$ cat src/hw/ads_pkg.sv
// ads_pkg: shared constants and types for the converter sequencer timing engine.
// Assumes one ref_clk cycle equals one modulator clock cycle.
package ads_pkg;

  // widths
  localparam int CNT_W    = 24;
  localparam int RATE_W   = 11;
  localparam int SETTLE_W = 3;
  localparam int MODE_W   = 4;
  localparam int PP_W     = 7;

  // front-end settling: base count for code 0, doubled per code step
  localparam logic [CNT_W-1:0]    SETTLE_BASE    = 24'h000020;
  localparam logic [SETTLE_W-1:0] SETTLE_DEFAULT = 3'h0;

  // conversion period multipliers and fixed post-filter periods
  localparam logic [CNT_W-1:0] SINC_MULT      = 24'h000020;
  localparam logic [CNT_W-1:0] SINC4_AVG_MULT = 24'h000160;
  localparam logic [CNT_W-1:0] SINC3_AVG_MULT = 24'h000140;
  localparam logic [CNT_W-1:0] POST1_PERIOD   = 24'h000B80;
  localparam logic [CNT_W-1:0] POST2_PERIOD   = 24'h000C80;
  localparam logic [CNT_W-1:0] POST3_PERIOD   = 24'h000F80;
  localparam logic [CNT_W-1:0] POST4_PERIOD   = 24'h001280;

  // postprocessing delays
  localparam logic [PP_W-1:0]   PP_SHORT       = 7'h1C;
  localparam logic [PP_W-1:0]   PP_LONG        = 7'h3E;
  localparam logic [PP_W-1:0]   PP_POST        = 7'h45;
  localparam logic [RATE_W-1:0] RATE_SHORT_MAX = 11'h001;

  // filter modes
  typedef enum logic [MODE_W-1:0] {
    MODE_SINC4       = 4'h0,
    MODE_SINC4_AVG   = 4'h1,
    MODE_SINC3       = 4'h2,
    MODE_SINC3_NOTCH = 4'h3,
    MODE_SINC3_AVG   = 4'h4,
    MODE_POST1       = 4'h5,
    MODE_POST2       = 4'h6,
    MODE_POST3       = 4'h7,
    MODE_POST4       = 4'h8
  } ads_mode_e;

  // sequencer states, one-hot
  typedef enum logic [3:0] {
    ST_IDLE   = 4'b0001,
    ST_SETTLE = 4'b0010,
    ST_FIRST  = 4'b0100,
    ST_REPEAT = 4'b1000
  } ads_state_e;

endpackage

$ cat src/hw/ads_timing_calc.sv
// ads_timing_calc: per-setup interval calculator (period, ideal first conversion,
// postprocessing delay). Purely combinational; caller registers what it needs.
`timescale 1ns/1ps
`default_nettype none
module ads_timing_calc
  import ads_pkg::*;
(
  // setup of the channel being timed
  input  wire logic [MODE_W-1:0] filterMode,
  input  wire logic [RATE_W-1:0] rateWord,
  // derived intervals in modulator cycles
  output logic      [CNT_W-1:0]  periodCycles,
  output logic      [CNT_W-1:0]  idealCycles,
  output logic      [PP_W-1:0]   postprocessDelay
);

  // rate 0 is timed as rate 1 so a period is never zero
  wire logic [CNT_W-1:0] rateValue = (rateWord == '0) ? CNT_W'(1) : CNT_W'(rateWord);
  wire logic isSinc4   = (filterMode == MODE_SINC4);
  wire logic isSinc3   = (filterMode == MODE_SINC3) || (filterMode == MODE_SINC3_NOTCH);
  wire logic isAvg4    = (filterMode == MODE_SINC4_AVG);
  wire logic isAvg3    = (filterMode == MODE_SINC3_AVG);
  wire logic isPost    = (filterMode >= MODE_POST1) && (filterMode <= MODE_POST4);
  wire logic shortRate = (rateWord <= RATE_SHORT_MAX);
  wire logic [CNT_W-1:0] sincPeriod = CNT_W'(rateValue * SINC_MULT);
  wire logic [CNT_W-1:0] postPeriod =
    (filterMode == MODE_POST1) ? POST1_PERIOD :
    (filterMode == MODE_POST2) ? POST2_PERIOD :
    (filterMode == MODE_POST3) ? POST3_PERIOD : POST4_PERIOD;

  // settled period per filter family
  assign periodCycles =
    isAvg4 ? CNT_W'(rateValue * SINC4_AVG_MULT) :
    isAvg3 ? CNT_W'(rateValue * SINC3_AVG_MULT) :
    isPost ? postPeriod :
             sincPeriod;

  // standalone sinc needs several periods to fill; averaging and post need one
  assign idealCycles =
    isSinc4 ? CNT_W'({sincPeriod, 2'b00}) :
    isSinc3 ? CNT_W'(sincPeriod + {sincPeriod, 1'b0}) :
              periodCycles;

  // postprocessing delay
  assign postprocessDelay =
    isPost                         ? PP_POST :
    ((isSinc4 || isSinc3) && shortRate) ? PP_SHORT : PP_LONG;

endmodule
`default_nettype wire

$ cat src/hw/ads_sequencer.sv
// ads_sequencer: channel sequencer timing engine. Places settling, first and
// repeat conversions and the postprocessing delay for each enabled channel.
// Assumes ref_clk is the modulator clock and all config inputs are synchronous.
//
// Notes on behaviour
// - first result on a new channel comes after settle, ideal interval and postprocess delay
// - settle code selects 32 cycles doubled per step, 4096 at code seven
// - standalone sinc period is 32 times rate; first takes four or three periods
// - averaging period is 352 or 320 times rate; first equals one period
// - post filters use fixed periods 2944, 3200, 3968, 4736; first is one period
// - postprocess delay 28 for sinc at rate 0 or 1, else 62; post 69
// - rate word is the unsigned value of an eleven-bit field
// - switch channel at raw conversion end; data-ready falls after postprocess delay
// - new settle overlaps old postprocess; spacing is first time minus old delay
// - shared setup without repeats gives fixed period of settle plus ideal interval
// - per-channel rate is shared period times number of sharing channels
// - filter timing depends only on mode and rate, not on sequence rate
// - later conversions on one channel follow one period apart
// - sequencer cycles all enabled channels, repeating per channel setting
`timescale 1ns/1ps
`default_nettype none
module ads_sequencer
  import ads_pkg::*;
#(
  parameter int NCH   = 8,
  parameter int REP_W = 8
) (
  // clock and reset
  input  wire logic                    ref_clk,
  input  wire logic                    rstn,
  // control
  input  wire logic                    convEnable,
  input  wire logic [NCH-1:0]          chEnable,
  // per-channel setup, channel k in slice k
  input  wire logic [NCH*SETTLE_W-1:0] chSettle,
  input  wire logic [NCH*MODE_W-1:0]   chMode,
  input  wire logic [NCH*RATE_W-1:0]   chRate,
  input  wire logic [NCH*REP_W-1:0]    chRepeat,
  // status
  output logic [$clog2(NCH)-1:0]       activeChannel,
  output logic                         rawDone,
  output logic                         dataReadyN,
  output logic                         resultStrobe,
  output logic [$clog2(NCH)-1:0]       resultChannel,
  output logic                         sharedSetup,
  output logic [CNT_W-1:0]             sharedSetupOutputRate,
  output logic [$clog2(NCH+1)-1:0]     sharedChannels
);

  localparam int CHW = $clog2(NCH);

  ads_state_e            state_r, state_nxt;
  logic [CNT_W-1:0]      cnt_r, cnt_nxt;
  logic [CHW-1:0]        ch_r, ch_nxt, nextCh;
  logic [REP_W-1:0]      repLeft_r, repLeft_nxt;
  logic [PP_W-1:0]       ppCnt_r;
  logic [CHW-1:0]        ppCh_r;
  logic                  rawDone_r, dataReadyN_r, resultStrobe_r;
  logic [CHW-1:0]        resultCh_r;
  logic [CNT_W-1:0]      sharedRate_r;
  logic [SETTLE_W-1:0]   settleA [NCH];
  logic [MODE_W-1:0]     modeA   [NCH];
  logic [RATE_W-1:0]     rateA   [NCH];
  logic [REP_W-1:0]      repA    [NCH];
  logic [NCH-1:0]        sameSetup;
  logic [CNT_W-1:0]      periodCycles, idealCycles;
  logic [PP_W-1:0]       ppDelay;

  ////////////////////////////////////////////////////////////////////////////
  // per-channel unpacking and shared-setup detection
  for (genvar k = 0; k < NCH; k++) begin : g_ch
    assign settleA[k]   = chSettle[k*SETTLE_W +: SETTLE_W];
    assign modeA[k]     = chMode[k*MODE_W +: MODE_W];
    assign rateA[k]     = chRate[k*RATE_W +: RATE_W];
    assign repA[k]      = chRepeat[k*REP_W +: REP_W];
    // disabled channels never break sharing
    assign sameSetup[k] = !chEnable[k] || ((settleA[k] == settleA[ch_r])
                          && (modeA[k] == modeA[ch_r]) && (rateA[k] == rateA[ch_r])
                          && (repA[k] == '0));
  end

  // round-robin search for the next enabled channel after the active one
  always_comb begin
    nextCh = ch_r;
    for (int k = NCH; k >= 1; k--) begin
      if (chEnable[CHW'((int'(ch_r) + k) % NCH)]) begin
        nextCh = CHW'((int'(ch_r) + k) % NCH);
      end
    end
  end

  // interval calculator for the active channel's setup
  ads_timing_calc u_calc (
    .filterMode       (modeA[ch_r]),
    .rateWord         (rateA[ch_r]),
    .periodCycles     (periodCycles),
    .idealCycles      (idealCycles),
    .postprocessDelay (ppDelay)
  );

  // settle count of a channel: base shifted by its code
  wire logic [CNT_W-1:0] settleCur  = SETTLE_BASE << settleA[ch_r];
  wire logic [CNT_W-1:0] settleNext = SETTLE_BASE << settleA[nextCh];
  wire logic             anyEnabled = |chEnable;
  wire logic             segEnd     = (cnt_r == CNT_W'(1));
  wire logic             convEnd    = segEnd && (state_r == ST_FIRST || state_r == ST_REPEAT);

  ////////////////////////////////////////////////////////////////////////////
  // sequencing state machine; a single down-counter times every segment
  always_comb begin
    state_nxt   = state_r;
    cnt_nxt     = (cnt_r > CNT_W'(1)) ? cnt_r - CNT_W'(1) : cnt_r;
    ch_nxt      = ch_r;
    repLeft_nxt = repLeft_r;
    case (state_r)
      ST_IDLE: begin
        if (convEnable && anyEnabled) begin
          ch_nxt    = nextCh;
          cnt_nxt   = settleNext;
          state_nxt = ST_SETTLE;
        end
      end
      ST_SETTLE: begin
        if (segEnd) begin
          cnt_nxt     = idealCycles;
          repLeft_nxt = repA[ch_r];
          state_nxt   = ST_FIRST;
        end
      end
      default: begin
        // raw conversion over: switch at once, postprocessing runs behind it
        if (convEnd) begin
          if (repLeft_r != '0) begin
            repLeft_nxt = repLeft_r - REP_W'(1);
            cnt_nxt     = periodCycles;
            state_nxt   = ST_REPEAT;
          end else begin
            ch_nxt    = nextCh;
            cnt_nxt   = settleNext;
            state_nxt = ST_SETTLE;
          end
        end
      end
    endcase
    // dropping the enable aborts the sequence cleanly
    if (!convEnable || !anyEnabled) begin
      state_nxt = ST_IDLE;
      cnt_nxt   = '0;
    end
  end

  // state registers
  always_ff @(posedge ref_clk or negedge rstn) begin
    if (!rstn) begin
      state_r   <= ST_IDLE;
      cnt_r     <= '0;
      ch_r      <= CHW'(NCH - 1);
      repLeft_r <= '0;
    end else begin
      state_r   <= state_nxt;
      cnt_r     <= cnt_nxt;
      ch_r      <= ch_nxt;
      repLeft_r <= repLeft_nxt;
    end
  end

  ////////////////////////////////////////////////////////////////////////////
  // postprocessing tail: overlaps the next channel's settle; data-ready falls
  // only when it expires. the shortest period always exceeds the delay.
  always_ff @(posedge ref_clk or negedge rstn) begin
    if (!rstn) begin
      ppCnt_r        <= '0;
      ppCh_r         <= '0;
      rawDone_r      <= 1'b0;
      dataReadyN_r   <= 1'b1;
      resultStrobe_r <= 1'b0;
      resultCh_r     <= '0;
    end else begin
      rawDone_r      <= convEnd;
      resultStrobe_r <= (ppCnt_r == PP_W'(1));
      if (convEnd) begin
        ppCnt_r      <= ppDelay;
        ppCh_r       <= ch_r;
        dataReadyN_r <= 1'b1;
      end else if (ppCnt_r == PP_W'(1)) begin
        ppCnt_r      <= '0;
        dataReadyN_r <= 1'b0;
        resultCh_r   <= ppCh_r;
      end else if (ppCnt_r != '0) begin
        ppCnt_r <= ppCnt_r - PP_W'(1);
      end
    end
  end

  ////////////////////////////////////////////////////////////////////////////
  // shared-setup report: fixed result period and enabled channel count.
  // filter timing above never looks at these, so the response is unchanged.
  always_ff @(posedge ref_clk or negedge rstn) begin
    if (!rstn) begin
      sharedRate_r <= '0;
    end else begin
      sharedRate_r <= settleCur + idealCycles;
    end
  end

  always_comb begin
    sharedChannels = '0;
    for (int k = 0; k < NCH; k++) begin
      sharedChannels = sharedChannels + ($clog2(NCH+1))'(chEnable[k]);
    end
  end

  assign sharedSetup           = anyEnabled && (&sameSetup);
  assign sharedSetupOutputRate = sharedRate_r;
  assign activeChannel         = ch_r;
  assign rawDone               = rawDone_r;
  assign dataReadyN            = dataReadyN_r;
  assign resultStrobe          = resultStrobe_r;
  assign resultChannel         = resultCh_r;

  ////////////////////////////////////////////////////////////////////////////
  // checks: segment lengths measured independently of the down-counter
  logic [CNT_W-1:0] segLen_r;
  logic [PP_W-1:0]  ppLen_r;
  logic [PP_W-1:0]  ppExp_r;
  always_ff @(posedge ref_clk or negedge rstn) begin
    if (!rstn) begin
      segLen_r <= '0;
      ppLen_r  <= '0;
      ppExp_r  <= '0;
    end else begin
      segLen_r <= (state_nxt != state_r || convEnd) ? '0 : segLen_r + CNT_W'(1);
      ppLen_r  <= convEnd ? '0 : ppLen_r + PP_W'(1);
      if (convEnd) ppExp_r <= ppDelay;
    end
  end
endmodule
`default_nettype wire

$ cat config.mk
export PLATFORM = sky130hd
export DESIGN_NAME = ads_sequencer
export DESIGN_NICKNAME = d
export VERILOG_FILES = /design/src/hw/ads_pkg.sv /design/src/hw/ads_timing_calc.sv /design/src/hw/ads_sequencer.sv
export SDC_FILE = /design/constraint.sdc
export NUM_CORES = 1
export LEC_CHECK = 0
export BUFFER_PORTS_ARGS = -buffer_cell sky130_fd_sc_hd__buf_2
export CORE_UTILIZATION = 50
export CTS_BUF_LIST = sky130_fd_sc_hd__clkbuf_16
export DETAILED_ROUTE_END_ITERATION = 6
export HOLD_SLACK_MARGIN = 0.06
export PLACE_DENSITY = 0.87
export SYNTH_ARGS = -nofsm -noshare
export SYNTH_HDL_FRONTEND = slang
export SYNTH_SLANG_ARGS = --single-unit
export TNS_END_PERCENT = 50
$ cat constraint.sdc
create_clock -name ref_clk -period 5.8 [get_ports ref_clk]
set_clock_uncertainty 0.05 [all_clocks]
set_input_delay 0.87 -clock ref_clk [delete_from_list [all_inputs] [get_ports ref_clk]]
set_output_delay 0.87 -clock ref_clk [all_outputs]
set_load 0.01 [all_outputs]
==> flow_metrics.py, run 1 <==
metrics = {
    "drt": {
        "routed_wl_mm": 47.2,
        "avgRoutedWirePerCell_um": 22.7,
        "routed_via_density": 6.52,
        "remaining_drc_errors": 0,
        "ant_nets": 0,
        "vias": 13600,
        "drt_iter0_markers": 1547,
        "dr.pass1.iters": 7,
    },
    "die": {
        "io_pins": 257,
        "core_area_um2": 23400,
        "die-area_um2": 24400,
        "core_rows": 56,
        "die-width_um": 156,
        "die_y_um": 156,
        "initial_utilization": 0.507,
    },
    "clock_network": {
        "cts_hold_repair.buffers": 0,
        "clock_tree_from_tritoncts": "done",
        "clk_path_buf_depth": 2,
        "cts.htree.levels": 3,
        "cts_made_buffers": 9,
        "clock_insertion_delay_at_the_later_pin_of_the_skew_report_ps": 350,
        "clk_pin_slew_worst_paths_ps": 60,
        "cts.sinks": 71,
        "cts_root_buf": "clkbuf_16",
    },
    "layout": {
        "final_common_cell": "buf_2",
        "total_area_of_multi_input_combinational_cells_um2": 9610,
        "final_cell_mix": "buf_2 (248), buf_4 (163), xnor2_1 (152)",
        "register_area_um2": 1790,
        "layout.nets": 2044,
        "final-instance-count-excl-fill": 2080,
        "layout-drive-gt1-share": 0.343,
        "final_area_um2": 14900,
        "num-fill-cells": 2009,
        "flow.area_growth_from_synthesis_pct": 25.9,
    },
    "synth": {
        "share_of_cell_area_taken_by_muxes_after_synthesis": 0.169,
        "syn-cell-area_um2": 11900,
        "synth_edf_count": 0,
        "avg_cell_area_syn_um2": 8.53,
        "synth_cell_type_count": 100,
        "yosys_register_bits": 71,
        "synth_simple_gate_area_share": 0.184,
        "synth_compound_area_frac": 0.203,
        "synth.yosys.seq_area_share": 0.150,
        "ys_warn_count": 0,
        "synth-async-reset-ratio": 1.00,
        "yosys.area_share.adder": 0.0839,
        "ys_dominant_reg_cell": "dfrtp_1",
        "yosys.area.top_type_share": 0.139,
        "synth_top_family_by_area": "compound AO/OA/AOI/OAI gates",
        "ys_top_cells_by_area": "dfrtp_1 (14%), xnor2_1 (11%), mux4_2 (9.7%), ha_1 (5.7%), xor2_1 (3.6%)",
        "synth_xor_area_frac": 0.150,
        "synth_cells": 1392,
        "synth_top_area_cell": "dfrtp_1",
    },
    "worst_hold_path": {
        "min_path_type": "reg2reg",
        "hold_path_depth": 2,
        "worst_hold_startpoint": "dataReadyN",
        "worstHoldEndpoint": "dataReadyN",
    },
    "sta": {
        "final_hold_viol_count": 0,
        "period_needed_ps": 5920,
        "worst_pin_slew_ps": 937,
        "max_freq_mhz": 169,
        "relSlewSlack": 0.373,
        "min_period_over_period": 1.02,
        "setup_total_negative_slack_ps": -211,
        "report.final.slew_viol_count": 0,
        "report.final.setup_viol": 4,
        "grt_setup_unrepaired": "true",
        "timing.final.ws_setup_ps": -116,
    },
    "placement": {
        "portBuffers": 248,
        "placement.setup.worst_slack_ps": -377,
        "dp_hpwl_mm": 37.6,
        "dpl.cell_count": 2047,
        "placedInstanceArea_um2": 14300,
        "place.gp.congestion": 1.09,
    },
    "worst_setup_path": {
        "timing.rr.start": "activeChannel[0]",
        "start_kind": "flip-flop",
        "critical_path_required_ps": 5930,
        "slowest_delay_ps": 640,
        "worstReg2RegEnd": "cnt_r[17]",
        "regToRegSetupSlack_ps": -120,
        "critPathSlowestCell": "dfstp_4",
        "cp_data_arrival_time_ps": 6050,
        "critPathMaxFanout": 4,
        "r2r_cells": 24,
        "critPathTopFamily": "compound AO/OA/AOI/OAI gates",
        "ordered_list_of_cells_on_the_worst_path": "buf_12 -> mux4_2 -> mux2i_2 -> buf_4 -> nand2_2 -> or4_4 -> o21ai_4 -> ha_4 -> inv_2 -> fa_1 -> inv_2 -> ha_4 -> buf_6 -> nor2b_4 -> o31a_1 -> buf_6 -> o221a_4 -> o21ai_2 -> nand2b_1 -> xnor2_1 -> a22oi_2 -> nand3_2 -> a222oi_1 -> nor2_1",
        "path_buf_inv": 6,
        "setup_crit_path_kind": "reg2reg",
        "end_kind": "flip-flop",
    },
    "global_route": {
        "initial_antenna_violation_count": 1,
        "grt_start_max_net_pins": 72,
        "grt_first_pass_wirelength_mm": 71.0,
        "grt_usage": 0.383,
        "first_global_vias": 12800,
        "grt.overflow.total": 0,
    },
    "outcome": {
        "outcome": "finished with violations",
        "failed_checks": "setup timing",
    },
    "flow_run": {
        "max_cap_viol_count": 0,
    },
}
-- worst max path at each step --
stage                     start                         to  slack [ps]  cells after the start
6_report       activeChannel[0]                  cnt_r[17]        -120                     24
4_1_cts        activeChannel[0]  sharedSetupOutputRate[17]           9                     24
2_1_floorplan        chRate[13]  sharedSetupOutputRate[17]           9                     28
3_3_place_gp         chRate[13]  sharedSetupOutputRate[17]        -240                     28
3_5_place_dp         chRate[13]  sharedSetupOutputRate[17]        -380                     28
5_1_grt        activeChannel[0]  sharedSetupOutputRate[17]        -370                     28
-- Yosys cell counts (6+ instances only) --
| cell type | number |
|---|---|
| a211oi_1 | 11 |
| fa_1 | 16 |
| o41ai_1 | 7 |
| o21bai_1 | 6 |
| a22oi_1 | 8 |
| mux4_2 | 51 |
| nand4_1 | 21 |
| nand2_1 | 101 |
| o22ai_1 | 14 |
| and2_1 | 6 |
| buf_2 | 24 |
| and3_1 | 8 |
| clkbuf_1 | 22 |
| nor2b_1 | 7 |
| a21oi_1 | 84 |
| nor3_1 | 41 |
| a221oi_1 | 17 |
| mux2_2 | 21 |
| o21ai_1 | 7 |
| nor2_1 | 110 |
| buf_6 | 11 |
| nor4_1 | 46 |
| or3_1 | 10 |
| or4_1 | 8 |
| nand2b_1 | 7 |
| o21a_1 | 13 |
| dfrtp_1 | 66 |
| ha_1 | 54 |
| mux2i_1 | 29 |
| mux2i_4 | 11 |
| nand3_1 | 44 |
| buf_4 | 18 |
| or2_2 | 6 |
| xnor2_1 | 152 |
| o31ai_1 | 8 |
| inv_1 | 65 |
| xor2_1 | 49 |
| o21ai_0 | 72 |
| a31oi_1 | 14 |
| a21o_1 | 8 |
-- repair_timing --
item,4_1_cts,5_1_grt
cloned,0,0
setup buffers,7,9
resized for setup,7,48
endpoints found under the setup margin,11,17
pin swaps,5,30
hold endpoints to repair,0,0
-- area by class of cell --
type | count | share of cell area
clock inverter | 7 | 0.00385
multi-input combinational | 1184 | 0.643
antenna | 1 | 0.000167
inverter | 68 | 0.0173
timing repair buffer | 421 | 0.174
clock buffer | 9 | 0.0151
sequential | 71 | 0.120
tap | 319 | 0.0267
-- flip-flops by register name, indices dropped and copies added (netlist names) --
name and count:
activeChannel 3, cnt_r 24, dataReadyN 1, ppCh_r 3, ppCnt_r 7, rawDone 1, repLeft_r 8, resultChannel 3
resultStrobe 1, sharedSetupOutputRate 16, state_r 4
-- routing by layer --
| layer | GRT usage | vias to the layer above | part of all wire |
|---|---|---|---|
| met2 | 0.609 | 1060 | 0.45 |
| met5 | 0.00828 | - | 0 |
| met3 | 0.0708 | 226 | 0.11 |
| met4 | 0.258 | 0 | 0.075 |
| met1 | 0.472 | 6348 | 0.37 |
| li1 | - | 5934 | - |
-- metrics by stage --
step | util | hold slack (ps)
final | 0.639 | 416
after detailed placement | 0.611 | 410
after global placement | 0.611 | 398
after global routing | 0.639 | 449
after CTS | 0.627 | 416
after floorplan | - | 391
-- cells by family after synthesis --
logic type      after synthesis
simple gates                436
compound gates              350
xor+xnor                    202
buf+inv                     144
mux                         118
flops                        71
fa+ha+maj                    70
other cells                   1
-- worst register-to-register path, cell delays in order, from the launching register on --
cell,delay (ps)
dfstp_4,640
buf_12,130
mux4_2,520
mux2i_2,200
buf_4,170
nand2_2,50
or4_4,510
o21ai_4,220
ha_4,170
inv_2,40
fa_1,510
inv_2,50
ha_4,220
buf_6,120
nor2b_4,110
o31a_1,330
buf_6,140
o221a_4,210
o21ai_2,130
nand2b_1,110
xnor2_1,150
a22oi_2,190
nand3_2,180
a222oi_1,480
nor2_1,140
Power of run 1 is left out: the tool's default activity adds up to more than one toggle a clock period on the data nets, which glitch-free logic cannot reach.
==> inputs of run 2 (changes only) <==
Settings changed: CTS_BUF_LIST sky130_fd_sc_hd__clkbuf_16 to sky130_fd_sc_hd__clkbuf_4 sky130_fd_sc_hd__clkbuf_8.
==> run 2 against run 1 <==
  * The flow finishes with violations (DRC, setup timing)
  * Non-clock buffer count decreased by 1
  * Global-route usage decreased by 0.39 points
  * Worst hold slack improved by 1.7 ps
  * Wire length decreased by 0.24%
  * Die area unchanged
  * Sequential cell count unchanged
  * Via count decreased by 1.0%
  * Worst setup slack improved by 30 ps
  * First-iteration DRC count increased by 2.6%
  * Core utilization about the same
  * Critical endpoint is now sharedSetupOutputRate[17]
  * Cell count about the same
==> flow_metrics.py, run 2 (synthesis gave the netlist of run 1 again) <==
metrics = {
    "sta": {
        "period_needed_ps": 5890,
        "hold_ws_ps": 417,
        "final_hold_viol_count": 0,
        "report.final.setup_viol": 4,
        "timing.final.ws_setup_ps": -86.6,
        "worst_pin_slew_ps": 965,
        "grt_setup_unrepaired": "true",
        "report.final.slew_viol_count": 0,
        "max_freq_mhz": 170,
        "relSlewSlack": 0.355,
        "min_period_over_period": 1.01,
        "setup_total_negative_slack_ps": -163,
    },
    "clock_network": {
        "cts_made_buffers": 9,
        "cts.htree.levels": 3,
        "clock_insertion_delay_at_the_later_pin_of_the_skew_report_ps": 380,
        "cts.sinks": 71,
        "clock_tree_from_tritoncts": "done",
        "clk_path_buf_depth": 2,
        "cts_hold_repair.buffers": 0,
        "clk_pin_slew_worst_paths_ps": 90,
        "cts_root_buf": "clkbuf_8",
    },
    "worst_hold_path": {
        "min_path_type": "reg2reg",
    },
    "drt": {
        "vias": 13400,
        "drt_iter0_markers": 1587,
        "ant_nets": 0,
        "avgRoutedWirePerCell_um": 22.6,
        "remaining_drc_errors": 6,
        "routed_via_density": 6.46,
        "routed_wl_mm": 47.0,
        "dr.pass1.iters": 7,
    },
    "die": {
        "io_pins": 257,
        "die_y_um": 156,
        "die-area_um2": 24400,
        "die-width_um": 156,
        "core_rows": 56,
        "initial_utilization": 0.507,
        "core_area_um2": 23400,
    },
    "layout": {
        "flow.area_growth_from_synthesis_pct": 25.8,
        "top_register": "cnt_r",
        "num-fill-cells": 2015,
        "layout-drive-gt1-share": 0.351,
        "insertedDiodeCount": 0,
        "final_area_um2": 14900,
        "largest_reg_flops": 24,
        "final_common_cell": "buf_2",
        "layout.nets": 2043,
        "final_cell_mix": "buf_2 (248), buf_4 (161), xnor2_1 (151)",
    },
    "global_route": {
        "initial_antenna_violation_count": 1,
        "first_global_vias": 12800,
        "grt_start_max_net_pins": 72,
        "grt.overflow.total": 0,
        "grt_usage": 0.379,
        "grt_first_pass_wirelength_mm": 70.2,
    },
    "placement": {
        "placement.setup.worst_slack_ps": -377,
        "placedInstanceArea_um2": 14300,
        "dp_hpwl_mm": 37.6,
        "place.gp.congestion": 1.09,
        "portBuffers": 248,
    },
    "worst_setup_path": {
        "slowest_delay_ps": 650,
        "critPathMaxFanout": 4,
        "start_kind": "flip-flop",
        "critPathSlowestCell": "dfstp_4",
        "setup_crit_path_kind": "reg2reg",
        "path_common_cell": "nor2_2",
        "critical_path_required_ps": 6000,
        "cp_data_arrival_time_ps": 6090,
        "end_kind": "flip-flop",
    },
    "flow_run": {
        "max_cap_viol_count": 0,
    },
    "outcome": {
        "outcome": "finished with violations",
        "failed_checks": "DRC, setup timing",
    },
}
## run 2: final cells by class
cell class | count | area, µm² | area share
Timing Repair Buffer | 420 | 2590 | 0.173
Sequential cell | 71 | 1790 | 0.120
Tap cell | 319 | 399 | 0.0267
Clock buffer | 13 | 160 | 0.0107
Multi-Input combinational cell | 1184 | 9700 | 0.650
Clock inverter | 3 | 42.5 | 0.00285
Inverter | 68 | 255 | 0.0171
## run 2: worst max-delay path, delay by kind of cell (launching register included)
family / cells / cell delay, ps
compound gates: 8 / 1120
xor+xnor: 1 / 140
fa+ha+maj: 4 / 1230
buf+inv: 5 / 480
flops: 1 / 650
mux: 2 / 710
simple gates: 8 / 1380
## run 2: per-stage QoR
| stage | cells | util |
|---|---|---|
| after global placement | 2047 | 0.611 |
| after CTS | 2069 | 0.624 |
| after detailed placement | 2047 | 0.611 |
| after global routing | 2078 | 0.638 |
| final | 2078 | 0.638 |
| after floorplan | 1399 | - |
## run 2: timing repair
action / in CTS / in global routing
buffers inserted: 6 / 10
setup endpoints to repair: 11 / 14
endpoints found under the hold margin: 0 / 0
gates resized for setup: 8 / 64
pin swaps: 3 / 40
## run 2: metal layers
| layer | wire length [µm] | global-route usage | vias up |
|---|---|---|---|
| met5 | 11 | 0 | - |
| met1 | 17300 | 0.470 | 6278 |
| met2 | 20900 | 0.604 | 991 |
| met4 | 3670 | 0.257 | 2 |
| met3 | 5120 | 0.0631 | 226 |
| li1 | - | - | 5933 |
## run 2: worst paths after layout
path	start	end	slack (ps)	cells after the start
worst min-delay path	dataReadyN	dataReadyN	420	2
max in group asynchronous	rstn	state_r[2]	4480	2
worst max register to register	activeChannel[0]	sharedSetupOutputRate[17]	-90	28
min in group asynchronous	rstn	cnt_r[13]	650	2
worst max-delay path	activeChannel[0]	sharedSetupOutputRate[17]	-90	28
worst min register to register	dataReadyN	dataReadyN	420	2
Power of run 2 is left out for the same reason.
